**src/usb_dog_defs.svh**
```systemverilog
// Offsets, field positions, reset values and timing counts of the USB/watchdog control register
`ifndef USB_DOG_DEFS_SVH
`define USB_DOG_DEFS_SVH

// Register offset on the control interface
`define SYS_CTRL_USB_DOG_ADDR     8'h04

// Field positions
`define USB_LOW_CURRENT_SUSPEND_BIT 15
`define USB_SWITCH_OPEN_BIT         14
`define USB_HOST_ROLE_BIT           13
`define HOST_ROLE_SUPPLY_SELECT_BIT 12
`define HOST_ROLE_HIGH_CURRENT_BIT  11
`define USB_LIMIT_BYPASS_BIT        10
`define DEVICE_ROLE_HIGH_CURRENT_BIT 9
`define DOG_SLEEP_BEHAVIOUR_BIT      7
`define DOG_ACTION_MSB               5
`define DOG_ACTION_LSB               4
`define DOG_PERIOD_MSB               2
`define DOG_PERIOD_LSB               0

// Reset value and field masks
`define SYS_CTRL_USB_DOG_RESET    16'h0004
`define SYS_CTRL_WRITABLE_MASK    16'hfeb7
`define SYS_CTRL_KEYED_MASK       16'h0037
`define SYS_CTRL_SM_RESET_MASK    16'hfa30
`define SYS_CTRL_UVLO_CLEAR_MASK  16'hc200
`define SYS_CTRL_ROLE_DROP_MASK   16'h2000

// Watchdog period codes
`define DOG_PERIOD_LONGEST        3'h5

// Watchdog time base: one step of the period field, in ns
`define DOG_TICK_TIME_NS          125000000
`define SYS_CLK_PERIOD_NS         8
`define DOG_TICK_CYCLES           (`DOG_TICK_TIME_NS / `SYS_CLK_PERIOD_NS)

`endif

```
**src/usb_dog_pkg.sv**
```systemverilog
// Types shared by the USB switch and watchdog control logic
package usb_dog_pkg;

  // Watchdog sequencer, one-hot
  typedef enum logic [2:0] {
    DOG_IDLE     = 3'b001,
    DOG_COUNTING = 3'b010,
    DOG_WARNED   = 3'b100
  } dog_state_t;

  // Watchdog action field encoding
  typedef enum logic [1:0] {
    ACT_OFF       = 2'h0,
    ACT_IRQ       = 2'h1,
    ACT_RESET     = 2'h2,
    ACT_TWO_STAGE = 2'h3
  } dog_action_t;

  // Current limit handed to the analogue switch
  typedef enum logic [1:0] {
    LIMIT_100MA = 2'h0,
    LIMIT_500MA = 2'h1,
    LIMIT_NONE  = 2'h2
  } current_limit_t;

  // Register access from the control interface decoder
  typedef struct packed {
    logic        wr_en;
    logic        rd_en;
    logic [7:0]  addr;
    logic [15:0] wdata;
  } reg_req_t;

  // Controls to the USB power switch
  typedef struct packed {
    logic           switch_open;
    logic           low_current_suspend;
    logic           host_role;
    logic           supply_from_line;
    current_limit_t current_limit;
  } usb_ctrl_t;

  // Watchdog events, one-cycle pulses
  typedef struct packed {
    logic expiry_irq;
    logic reset_wake_irq;
    logic system_reset;
  } dog_event_t;

  // Watchdog timer state
  typedef struct packed {
    dog_state_t  state;
    logic [26:0] prescale;
    logic [5:0]  remaining;
    dog_event_t  events;
  } dog_timer_state_t;

  // Control register bank state
  typedef struct packed {
    logic [15:0] ctrl;
    logic [15:0] rd_data;
    logic        rd_valid;
    usb_ctrl_t   usb;
    logic [1:0]  sync1;
    logic [1:0]  sync2;
    logic [1:0]  sync3;
    logic [1:0]  level;
    logic        reload;
  } bank_state_t;

endpackage

```
**src/dog_timer.sv**
```systemverilog
// Watchdog down-counter with single and two-stage time-out actions
`timescale 1ns/1ps
`include "usb_dog_defs.svh"

module dog_timer #(
  parameter int unsigned TICK_CYCLES = `DOG_TICK_CYCLES
) (
  // Clock, reset, enable
  input  wire logic                    sys_clk_i,
  input  wire logic                    rst_n_i,
  input  wire logic                    clk_en_i,
  // Configuration
  input  wire logic                    enable_i,
  input  wire usb_dog_pkg::dog_action_t action_i,
  input  wire logic [2:0]              period_i,
  input  wire logic                    reload_i,
  // Events
  output usb_dog_pkg::dog_event_t      events_o,
  output logic                         running_o
);
  import usb_dog_pkg::*;

  dog_timer_state_t s;
  dog_timer_state_t next_s;
  logic [2:0]       code;
  logic [5:0]       load;
  logic             tick;

  // Reserved long codes run at the longest defined period
  assign code = (period_i > `DOG_PERIOD_LONGEST) ? `DOG_PERIOD_LONGEST
                                                 : period_i; // RQ15
  assign load = 6'h01 << code; // RQ15
  assign tick = (s.prescale == 27'(TICK_CYCLES - 1)); // RQ18

  // Sequencer: count down in ticks, act on reaching zero
  always_comb begin
    next_s        = s;
    next_s.events = '0;
    case (s.state)
      DOG_IDLE: begin
        next_s.prescale  = '0;
        next_s.remaining = load;
        if (enable_i) begin
          next_s.state = DOG_COUNTING;
        end
      end
      DOG_COUNTING, DOG_WARNED: begin
        if (!enable_i) begin
          next_s.state = DOG_IDLE;
        end else if (reload_i) begin
          next_s.prescale  = '0; // RQ14
          next_s.remaining = load; // RQ14
          next_s.state     = DOG_COUNTING; // RQ18
        end else if (tick) begin
          next_s.prescale = '0;
          if (s.remaining == 6'h01) begin
            next_s.remaining = load; // RQ18
            case (action_i)
              ACT_IRQ: begin
                next_s.events.expiry_irq = 1'b1; // RQ10
              end
              ACT_RESET: begin
                next_s.events.reset_wake_irq = 1'b1; // RQ11
                next_s.events.system_reset   = 1'b1; // RQ11
              end
              ACT_TWO_STAGE: begin
                if (s.state == DOG_WARNED) begin
                  next_s.events.reset_wake_irq = 1'b1; // RQ12
                  next_s.events.system_reset   = 1'b1; // RQ12
                  next_s.state                 = DOG_COUNTING;
                end else begin
                  next_s.events.expiry_irq = 1'b1; // RQ12
                  next_s.state             = DOG_WARNED;
                end
              end
              default: begin
                next_s.state = DOG_IDLE; // RQ10
              end
            endcase
          end else begin
            next_s.remaining = s.remaining - 6'h01; // RQ18
          end
        end else begin
          next_s.prescale = s.prescale + 27'h1;
        end
      end
      default: begin
        next_s.state = DOG_IDLE;
      end
    endcase
  end

  // State register
  always_ff @(posedge sys_clk_i or negedge rst_n_i) begin
    if (!rst_n_i) begin
      s <= '{state: DOG_IDLE, prescale: 27'h0, remaining: 6'h0,
             events: 3'h0};
    end else if (clk_en_i) begin
      s <= next_s;
    end
  end

  assign events_o  = s.events;
  assign running_o = (s.state != DOG_IDLE);

endmodule

```
**src/usb_switch_and_watchdog_ctrl.sv**
```systemverilog
// USB power switch and watchdog control register with its watchdog
//
// How it works
// RQ1: bit 15 suspends USB with 8mA allowance
// RQ2: bit 14 opens the USB power switch
// RQ3: reset, UVLO, boot fail clear suspend bits
// RQ4: role bit clears on host-to-device drop
// RQ5: host supply from buck two or wall
// RQ6: host role limit 100mA or 500mA
// RQ7: device role limit 100mA or 500mA
// RQ8: bypass bit removes all USB limiting
// RQ9: hibernate stops watchdog unless behaviour set
// RQ10: action 00 disables, 01 raises expiry interrupt
// RQ11: action 10 interrupts and resets the system
// RQ12: action 11 warns first, resets second
// RQ13: action and period writable only unlocked
// RQ14: alive edge or write reloads the timer
// RQ15: period code doubles from 0.125s to 4s
// RQ16: period field bits 2:0, reset 100
// RQ17: deep sleep request selects hibernate state
// RQ18: count down on fixed tick, reload clears warning
`timescale 1ns/1ps
`include "usb_dog_defs.svh"

module usb_switch_and_watchdog_ctrl #(
  parameter int unsigned DOG_TICK_CYCLES = `DOG_TICK_CYCLES
) (
  // Clock, reset, enable
  input  wire logic                  sys_clk_i,
  input  wire logic                  rst_n_i,
  input  wire logic                  clk_en_i,
  // Control interface register port
  input  wire usb_dog_pkg::reg_req_t reg_req_i,
  output logic [15:0]                rd_data_o,
  output logic                       rd_valid_o,
  // System state from the power state machine, same clock
  input  wire logic                  sm_reset_i,
  input  wire logic                  boot_hyst_fail_i,
  input  wire logic                  host_to_device_drop_i,
  input  wire logic                  deep_sleep_request_i,
  input  wire logic                  key_unlocked_i,
  // Asynchronous pins
  input  wire logic                  host_alive_pulse_i,
  input  wire logic                  line_uvlo_i,
  // USB switch controls
  output usb_dog_pkg::usb_ctrl_t     usb_ctrl_o,
  // Watchdog events and status
  output logic                       dog_expiry_irq_o,
  output logic                       dog_reset_wake_irq_o,
  output logic                       system_reset_o,
  output logic                       dog_running_o
);
  import usb_dog_pkg::*;

  localparam int unsigned PIN_ALIVE = 0;
  localparam int unsigned PIN_UVLO  = 1;

  bank_state_t s;
  bank_state_t next_s;
  dog_event_t  dog_events;
  logic        dog_running;

  // Decoded access and conditions
  logic        hit;
  logic        wr_hit;
  logic        rd_hit;
  logic [1:0]  pin_change;
  logic [1:0]  pin_now;
  logic        alive_edge;
  logic        uvlo_active;
  logic        sm_clear;
  logic        hibernate;
  logic        dog_enable;
  logic [15:0] write_mask;
  logic [15:0] written;
  logic [15:0] cleared;
  logic [15:0] ctrl_after;

  // Address decode; only the one register is mapped here
  always_comb begin
    hit = 1'b0;
    if (reg_req_i.addr == `SYS_CTRL_USB_DOG_ADDR) begin
      hit = 1'b1;
    end else begin
      hit = 1'b0;
    end
  end

  assign wr_hit = reg_req_i.wr_en & hit;
  assign rd_hit = reg_req_i.rd_en & hit;

  // Pin filter: a change counts once the second and third stages agree
  assign pin_now    = s.sync3;
  assign pin_change = ~(s.sync2 ^ s.sync3) & (s.sync3 ^ s.level);

  // Either edge of the alive pulse retriggers the watchdog
  assign alive_edge  = pin_change[PIN_ALIVE]; // RQ14
  assign uvlo_active = s.level[PIN_UVLO];

  // A watchdog system reset acts like a state machine reset here
  assign sm_clear = sm_reset_i | dog_events.system_reset; // RQ13

  // Hibernate follows the deep sleep request bit
  assign hibernate = deep_sleep_request_i; // RQ17

  // Watchdog runs unless disabled by action or by hibernate
  always_comb begin
    dog_enable = 1'b1;
    if (dog_action_t'(s.ctrl[`DOG_ACTION_MSB:`DOG_ACTION_LSB]) == ACT_OFF)
    begin
      dog_enable = 1'b0; // RQ10
    end else if (hibernate && !s.ctrl[`DOG_SLEEP_BEHAVIOUR_BIT]) begin
      dog_enable = 1'b0; // RQ9
    end else begin
      dog_enable = 1'b1; // RQ9
    end
  end

  // Keyed fields stay frozen while the security key is locked
  always_comb begin
    write_mask = `SYS_CTRL_WRITABLE_MASK;
    if (!key_unlocked_i) begin
      write_mask = `SYS_CTRL_WRITABLE_MASK & ~`SYS_CTRL_KEYED_MASK; // RQ13
    end
  end

  // Merge the host write into the stored value
  always_comb begin
    written = s.ctrl;
    if (wr_hit) begin
      written = (s.ctrl & ~write_mask) | (reg_req_i.wdata & write_mask);
    end
  end

  // Hardware clears take priority over a write in the same cycle, so a
  // fault or role drop is never masked by a racing host write
  always_comb begin
    cleared = 16'h0000;
    if (sm_clear) begin
      cleared = cleared | `SYS_CTRL_SM_RESET_MASK; // RQ3
    end
    if (uvlo_active || boot_hyst_fail_i) begin
      cleared = cleared | `SYS_CTRL_UVLO_CLEAR_MASK; // RQ3
    end
    if (host_to_device_drop_i) begin
      cleared = cleared | `SYS_CTRL_ROLE_DROP_MASK; // RQ4
    end
  end

  assign ctrl_after = written & ~cleared;

  // Next state of the bank
  always_comb begin
    next_s = s;

    // Synchroniser chain; stage one feeds only stage two
    next_s.sync1 = {line_uvlo_i, host_alive_pulse_i};
    next_s.sync2 = s.sync1;
    next_s.sync3 = s.sync2;
    next_s.level = s.level ^ pin_change;

    // Register contents
    next_s.ctrl = ctrl_after;

    // Reload on a register write or an alive edge
    next_s.reload = wr_hit | alive_edge; // RQ14

    // Read answer, one cycle after the request
    next_s.rd_valid = reg_req_i.rd_en;
    next_s.rd_data  = 16'h0000;
    if (rd_hit) begin
      next_s.rd_data = s.ctrl & `SYS_CTRL_WRITABLE_MASK;
    end

    // Switch controls derived from the new register value
    next_s.usb.low_current_suspend =
      ctrl_after[`USB_LOW_CURRENT_SUSPEND_BIT]; // RQ1
    next_s.usb.switch_open =
      ctrl_after[`USB_SWITCH_OPEN_BIT]; // RQ2
    next_s.usb.host_role =
      ctrl_after[`USB_HOST_ROLE_BIT]; // RQ4
    next_s.usb.supply_from_line =
      ctrl_after[`HOST_ROLE_SUPPLY_SELECT_BIT]; // RQ5

    // Limit selection: bypass first, then the active role's setting
    if (ctrl_after[`USB_LIMIT_BYPASS_BIT]) begin
      next_s.usb.current_limit = LIMIT_NONE; // RQ8
    end else if (ctrl_after[`USB_HOST_ROLE_BIT]) begin
      next_s.usb.current_limit =
        ctrl_after[`HOST_ROLE_HIGH_CURRENT_BIT] ? LIMIT_500MA
                                                : LIMIT_100MA; // RQ6
    end else begin
      next_s.usb.current_limit =
        ctrl_after[`DEVICE_ROLE_HIGH_CURRENT_BIT] ? LIMIT_500MA
                                                  : LIMIT_100MA; // RQ7
    end
  end

  // State register; reset restores the documented defaults
  always_ff @(posedge sys_clk_i or negedge rst_n_i) begin
    if (!rst_n_i) begin
      s.ctrl     <= `SYS_CTRL_USB_DOG_RESET; // RQ16
      s.rd_data  <= 16'h0000;
      s.rd_valid <= 1'b0;
      s.usb      <= '{switch_open: 1'b0, low_current_suspend: 1'b0,
                      host_role: 1'b0, supply_from_line: 1'b0,
                      current_limit: LIMIT_100MA}; // RQ3
      s.sync1    <= 2'h0;
      s.sync2    <= 2'h0;
      s.sync3    <= 2'h0;
      s.level    <= 2'h0;
      s.reload   <= 1'b0;
    end else if (clk_en_i) begin
      s <= next_s;
    end
  end

  // Watchdog counter; the reload is registered so it lines up with the
  // period value that the same write stores
  dog_timer #(
    .TICK_CYCLES (DOG_TICK_CYCLES)
  ) u_dog_timer (
    .sys_clk_i (sys_clk_i),
    .rst_n_i   (rst_n_i),
    .clk_en_i  (clk_en_i),
    .enable_i  (dog_enable),
    .action_i  (dog_action_t'(s.ctrl[`DOG_ACTION_MSB:`DOG_ACTION_LSB])),
    .period_i  (s.ctrl[`DOG_PERIOD_MSB:`DOG_PERIOD_LSB]),
    .reload_i  (s.reload),
    .events_o  (dog_events),
    .running_o (dog_running)
  );

  // Outputs, all from flip-flops
  assign rd_data_o            = s.rd_data;
  assign rd_valid_o           = s.rd_valid;
  assign usb_ctrl_o           = s.usb;
  assign dog_expiry_irq_o     = dog_events.expiry_irq;
  assign dog_reset_wake_irq_o = dog_events.reset_wake_irq;
  assign system_reset_o       = dog_events.system_reset;
  assign dog_running_o        = dog_running;

  // Pin level kept for completeness of the filter path
  logic unused_pin_now;
  assign unused_pin_now = ^pin_now;

endmodule

```
**config.mk**
```make
export PLATFORM = sky130hd
export DESIGN_NAME = usb_switch_and_watchdog_ctrl
export DESIGN_NICKNAME = d
export VERILOG_FILES = /design/src/usb_dog_pkg.sv /design/src/dog_timer.sv /design/src/usb_switch_and_watchdog_ctrl.sv
export VERILOG_INCLUDE_DIRS = /design/src
export SDC_FILE = /design/constraint.sdc
export NUM_CORES = 1
export LEC_CHECK = 0
export CORE_ASPECT_RATIO = 1.75
export CORE_MARGIN = 5
export CORE_UTILIZATION = 40
export DETAILED_ROUTE_END_ITERATION = 7
export DONT_BUFFER_PORTS = 1
export PLACE_DENSITY = 0.58
export REMOVE_ABC_BUFFERS = 1
export SYNTH_ARGS = -nofsm -noshare
export SYNTH_HDL_FRONTEND = slang
export SYNTH_SLANG_ARGS = --single-unit
```
**constraint.sdc**
```tcl
create_clock -name sys_clk_i -period 5.38 [get_ports sys_clk_i]
set_input_delay 0.269 -clock sys_clk_i [delete_from_list [all_inputs] [get_ports sys_clk_i]]
set_output_delay 0.269 -clock sys_clk_i [all_outputs]
set_load 0.02 [all_outputs]
```
After elaboration in Yosys (flattened, before gate mapping)
Index checks and enable logic that the tools add are counted.
Word-level totals
  output and inout bits: 27
  register bits: 87
  bits of input ports: 36
  logic and storage cells: 98
Operators by class
  muxes and demuxes: 34
  shift operators: 1
  bitwise operators: 15
  eq/ne operators: 16
  reduce and logical (&&, ||, !) cells: 10
  order comparisons: 1
  $add $sub $neg: 2
Operators with widths (count)
  $mux 36: 2
  $pmux 33 s2: 1
  $mux 16: 4
  $and 16x16->16: 3
  $not 16->16: 2
  $add 27x1->27 const B: 1
  $eq 27x24->1 const B: 1
  $mux 27: 1
  $mux 3: 9
  $or 16x16->16: 1
  $mux 14: 1
  $mux 6: 2
  $ne 4x4->1 const B: 3
  $pmux 3 s2: 2
  $mux 9: 1
  $eq 8x3->1 const B: 1
  $mux 1: 7
  $eq 6x1->1 const B: 1
  $shl 1x3->6 const A: 1
  $sub 6x1->6 const B: 1
  $xor 2x2->2: 3
  $reduce_and 5->1: 1
  $eq 2x2->1 const B: 2
  $mux 2: 2
  22 further kinds: 26

Depth between registers and ports, before layout
  depth in word-level cells: 9
  mapped depth: 10
  mapped depth without buffers: 7

By module
Synthesis repeated with hierarchy kept, for this count alone.
Unflattened totals
  cells, all modules: 455
  area, all modules: 4306.6 um^2
By module, submodules not included
  dog_timer: cells each 278, seq. area each 952.2 um^2, area an instance 2506.2 um^2, times used 1
  usb_switch_and_watchdog_ctrl: cells each 177, seq. area each 927.1 um^2, area an instance 1800.5 um^2, times used 1

Least setup slack after synthesis
Ideal clock, no wire load.
  kind: reg-to-reg
  from: reg u_dog_timer.s[25] (netlist name)
  to: reg u_dog_timer.s[7] (netlist name)
  arrival: 1.773 ns
  cell stages (with the launch flop): 8
  path buffers: 2
  path slack: 3.482 ns
  data required time: 5.255 ns
  setup time: 0.125 ns
  period minus slack after synthesis: 1.898 ns
  cell sequence: dfrtp_1 > buf_6 > nor4_4 > nand4_1 > o211a_1 > buf_4 > nor2_2 > mux2_2
On the way
  cells in the longest elaborated chain, start to end: 3
Ends and longest elaborated chain
  from (decl): RTL line dog_timer.sv:23  | dog_timer_state_t s;
  from (signal assigned): RTL line dog_timer.sv:96  | s <= '{state: DOG_IDLE, prescale: 27'h0, remaining: 6'h0,
  from (signal assigned): RTL line dog_timer.sv:99  | s <= next_s;
  $eq 27x24->1: RTL line dog_timer.sv:33  | assign tick = (s.prescale == 27'(TICK_CYCLES - 1));
  $ne 3x2->1 (no source line)
  $reduce_and 4->1 (no source line)
Every way passes these cells.
A chain may end at the register's enable or synchronous reset.

Worst setup path after layout
  from: reg u_dog_timer.s[9] (netlist name)
  to: reg u_dog_timer.s[7] (netlist name)
Same word-level chain as after synthesis.

==> metrics.md <==
| Metric | Value |
|---|---|
| Via density | 5.79 |
| Die Height | 147 um |
| Overall power | 1.62 mW |
| #FFs+latches synth | 75 |
| Final WL | 10,000 um |
| DP Worst Slack | 2.46 ns |
| Horiz. Die Dim | 88.1 um |
| CTS max path bufs | 2 |
| Clk root buf | clkbuf_16 |
| Antenna violations before repair | 0 |
| Wire per inst | around 19 um |
| Grt ovf | 0 |
| Worst skew pair latency | about 0.34 ns |
| Synthesis warning total | 0 |
| First-pass GRT wire length | 17,000 um |
| Startpoint Class | flip-flop |
| Cts hold-fix bufs | 2 |
| Final Hold Viols | 0 |
| R2R Setup Slk | ~2.5 ns |
| Drt drc | 0 |
| Worst Path Required | 5.60 ns |
| Max Clk Rate | ~350 MHz |
| Worst Hold Path EP | s[36] |
| Leakage | 1.94 nW |
| HP Class | input port to flip-flop |
| Fin crit period | approximately 2.9 ns |
| Slew HR | roughly a third |
| CP endpoint kind | flip-flop |
| Total CTS buffers | 9 |
| Final WS setup | 2.49 ns |
| Worst R2R Path Depth | 6 |
| Most common library cell in the layout ignoring fill and taps | dfrtp_1 |
| Worst setup path startpoint | u_dog_timer.s[9] |
| NetSw | 0.458 mW |
| Sequential share of power | 40.3% |
| Synthesis-to-layout area growth | 6.41% |
| Clock share of power | around two fifths |
| Largest net degree at the start of global routing | 76 |
| Critical path arrival | 3.11 ns |
| Clk slew on worst S/H paths | 0.06 ns |
| Ratio of cells with drive above 1 in the final layout | 12.4% |
| Clk_skew | 0.00332 ns |
| Pre-antenna DRT Iters | 4 |
| Setup violators final | 0 |
| Fin crit share | 53.8% |
| Row cnt | 50 |
| Post-CTS sizing | 0 |
| # IOs | 63 |
| Logic gate share of total power | 18.0% |
| Filler cells | 988 |
| N_diodes | 0 |
| H-tree depth | 3 |
| # Post-CTS Setup Buffers | 0 |
| Antenna-violating nets left | 0 |
| Hold path start | clk_en_i |
| Hold Crit Depth | 1 |
| Synth cell types | 63 |
| Switch share | between 20% and 30% |
| Top_reg_cell synth | dfrtp_1 |
| Nets@finish | approximately 450 |
| # Max-Cap Violations | 0 |
| Most frequent cells in the layout | dfrtp_1 (73), nor2_1 (35), nand2_1 (26), a22o_1 (26), xnor2_1 (19) |
| Syn Std Cell Area | 4270 um^2 |
| Hold WS | roughly 0.016 ns |
| Worst vdd ir | 0.229 mV |
| Port Buffers | 0 |
| EDFF count, synth | 0 |
| Die Area | 12,900 um^2 |
| Final Max Tran Viols | 0 |
| TritonCTS clock tree | done |
| Finished Core Util | 43.0% |
| Syn Inst Count | 434 |
| Post-Syn Area per Cell | 9.85 um^2 |
| Internal Power | 1.16 mW |
| Critical R2R Capture | u_dog_timer.s[7] |
| GP Congestion | 0.842 |
| Critical path class | flip-flop to flip-flop |
| Setup repair after global routing missed its margin | false |
| Via count | 3,126 |
| Vias in the first global route | 3,289 |
| Multi-input logic area | 2070 um^2 |
| Reg2reg start | u_dog_timer.s[9] |
| Dpl hpwl | 7210 um |
| Core area | around 11,000 um^2 |
| P per Cell Area | 357 nW/um^2 |
| Starting density of the core | 40.4% |
| Setup TNS | 0 ns |
| Async set-reset flop share out of synthesis | 100% |
| Outcome | completed |
| Slew @ Worst Pin | a little over 1 ns |
| Critical Path Fanout Max | 22 |
| # clock sinks | 75 |
| Sequential Area | 1880 um^2 |
| Post-synthesis sequential area ratio | 44.0% |
| Total GRT Usage | between 10% and 20% |
| DR iter-0 viols | 191 |
[synthesized netlist by cell type (3+ instances only)]
| library cell | count | share of area, % |
|---|---|---|
| inv_1 | 16 | 1.4 |
| buf_4 | 25 | 4.4 |
| nor3b_1 | 4 | 0.70 |
| dfrtp_1 | 73 | 43 |
| nand4_1 | 11 | 1.6 |
| nor4_1 | 15 | 2.2 |
| mux2_2 | 16 | 4.2 |
| ha_1 | 7 | 2.0 |
| a21o_1 | 9 | 1.6 |
| o21ai_0 | 16 | 1.9 |
| buf_2 | 9 | 1.1 |
| a211oi_1 | 3 | 0.53 |
| clkbuf_1 | 8 | 0.70 |
| nand2_1 | 26 | 2.3 |
| or2_2 | 3 | 0.44 |
| nand3_1 | 17 | 2.0 |
| nor3_1 | 13 | 1.5 |
| o31ai_1 | 3 | 0.53 |
| nor2b_1 | 5 | 0.73 |
| a21oi_1 | 12 | 1.4 |
| xnor2_1 | 19 | 3.9 |
| nor2_1 | 35 | 3.1 |
| and3_1 | 8 | 1.2 |
| a22o_1 | 26 | 5.3 |
| or3_1 | 4 | 0.59 |
[cells by family after synthesis]
group           after synthesis  synth area share, %
mux                          18                 4.68
xor+xnor                     20                 4.27
compound gates               92                 16.2
fa+ha+maj                     7                 2.05
flops                        75                 44.0
simple gates                161                 20.8
other cells                   1               0.0877
buf+inv                      60                 7.90
[metal layers]
| metal | up-vias | routed length, um | global-route usage (%) |
|---|---|---|---|
| li1 | 1499 | - | - |
| met2 | 71 | 5370 | 28.6 |
| met4 | 0 | 201 | 6.35 |
| met5 | - | 0 | 0 |
| met1 | 1543 | 4040 | 19.7 |
| met3 | 13 | 408 | 3.87 |
[power groups by stage]
| stage | Sequential, mW | Combinational (mW) | Clock (mW) |
|---|---|---|---|
| after floorplan | 0.649 | 0.223 | 0 |
| final | 0.654 | 0.293 | 0.676 |
| after global routing | 0.660 | 0.330 | 0.710 |
| after detailed placement | 0.664 | 0.279 | 0 |
| after global placement | 0.662 | 0.275 | 0 |
| after CTS | 0.654 | 0.296 | 0.690 |
[worst max-delay path, cell delays in order, from the launching register on]
cell	delay (ns)
dfrtp_1	0.38
ha_1	0.25
and3_1	0.24
nand4_1	0.24
o211a_1	0.44
nor2_2	0.81
mux2_2	0.41
[area by class of cell]
class                           count  share of cell area [%]
Multi-Input combinational cell    301                    45.5
Sequential cell                    75                    41.3
Clock buffer                       13                    5.94
Tap cell                          130                    3.58
Clock inverter                      3                    1.51
Inverter                           16                    1.32
Timing Repair Buffer                2                   0.825
[state kept, by name (all words and copies together), names as in the netlist, named ones only]
name and flops:
next_s 4, pin_now 2, rd_data_o 13, rd_valid_o 1, s 11, u_dog_timer.events_o 2, u_dog_timer.s 36, usb_ctrl_o 1
[per-stage QoR]
stage / area, um^2 / cells
4_1_cts: 4550 / 540
3_5_place_dp: 4170 / 522
6_report: 4550 / 540
2_1_floorplan: 4000 / 392
3_3_place_gp: 4170 / 522
5_1_grt: 4550 / 540
[worst max path at each step]
stage | end | cells after the start | slack, ns
3_3_place_gp | u_dog_timer.s[7] | 5 | 2.50
3_5_place_dp | u_dog_timer.s[7] | 5 | 2.46
2_1_floorplan | u_dog_timer.s[7] | 5 | 3.12
5_1_grt | u_dog_timer.s[7] | 6 | 2.31
4_1_cts | u_dog_timer.s[7] | 6 | 2.45
6_report | u_dog_timer.s[7] | 6 | 2.49
No activity file was read; power rests on OpenSTA's default activity.
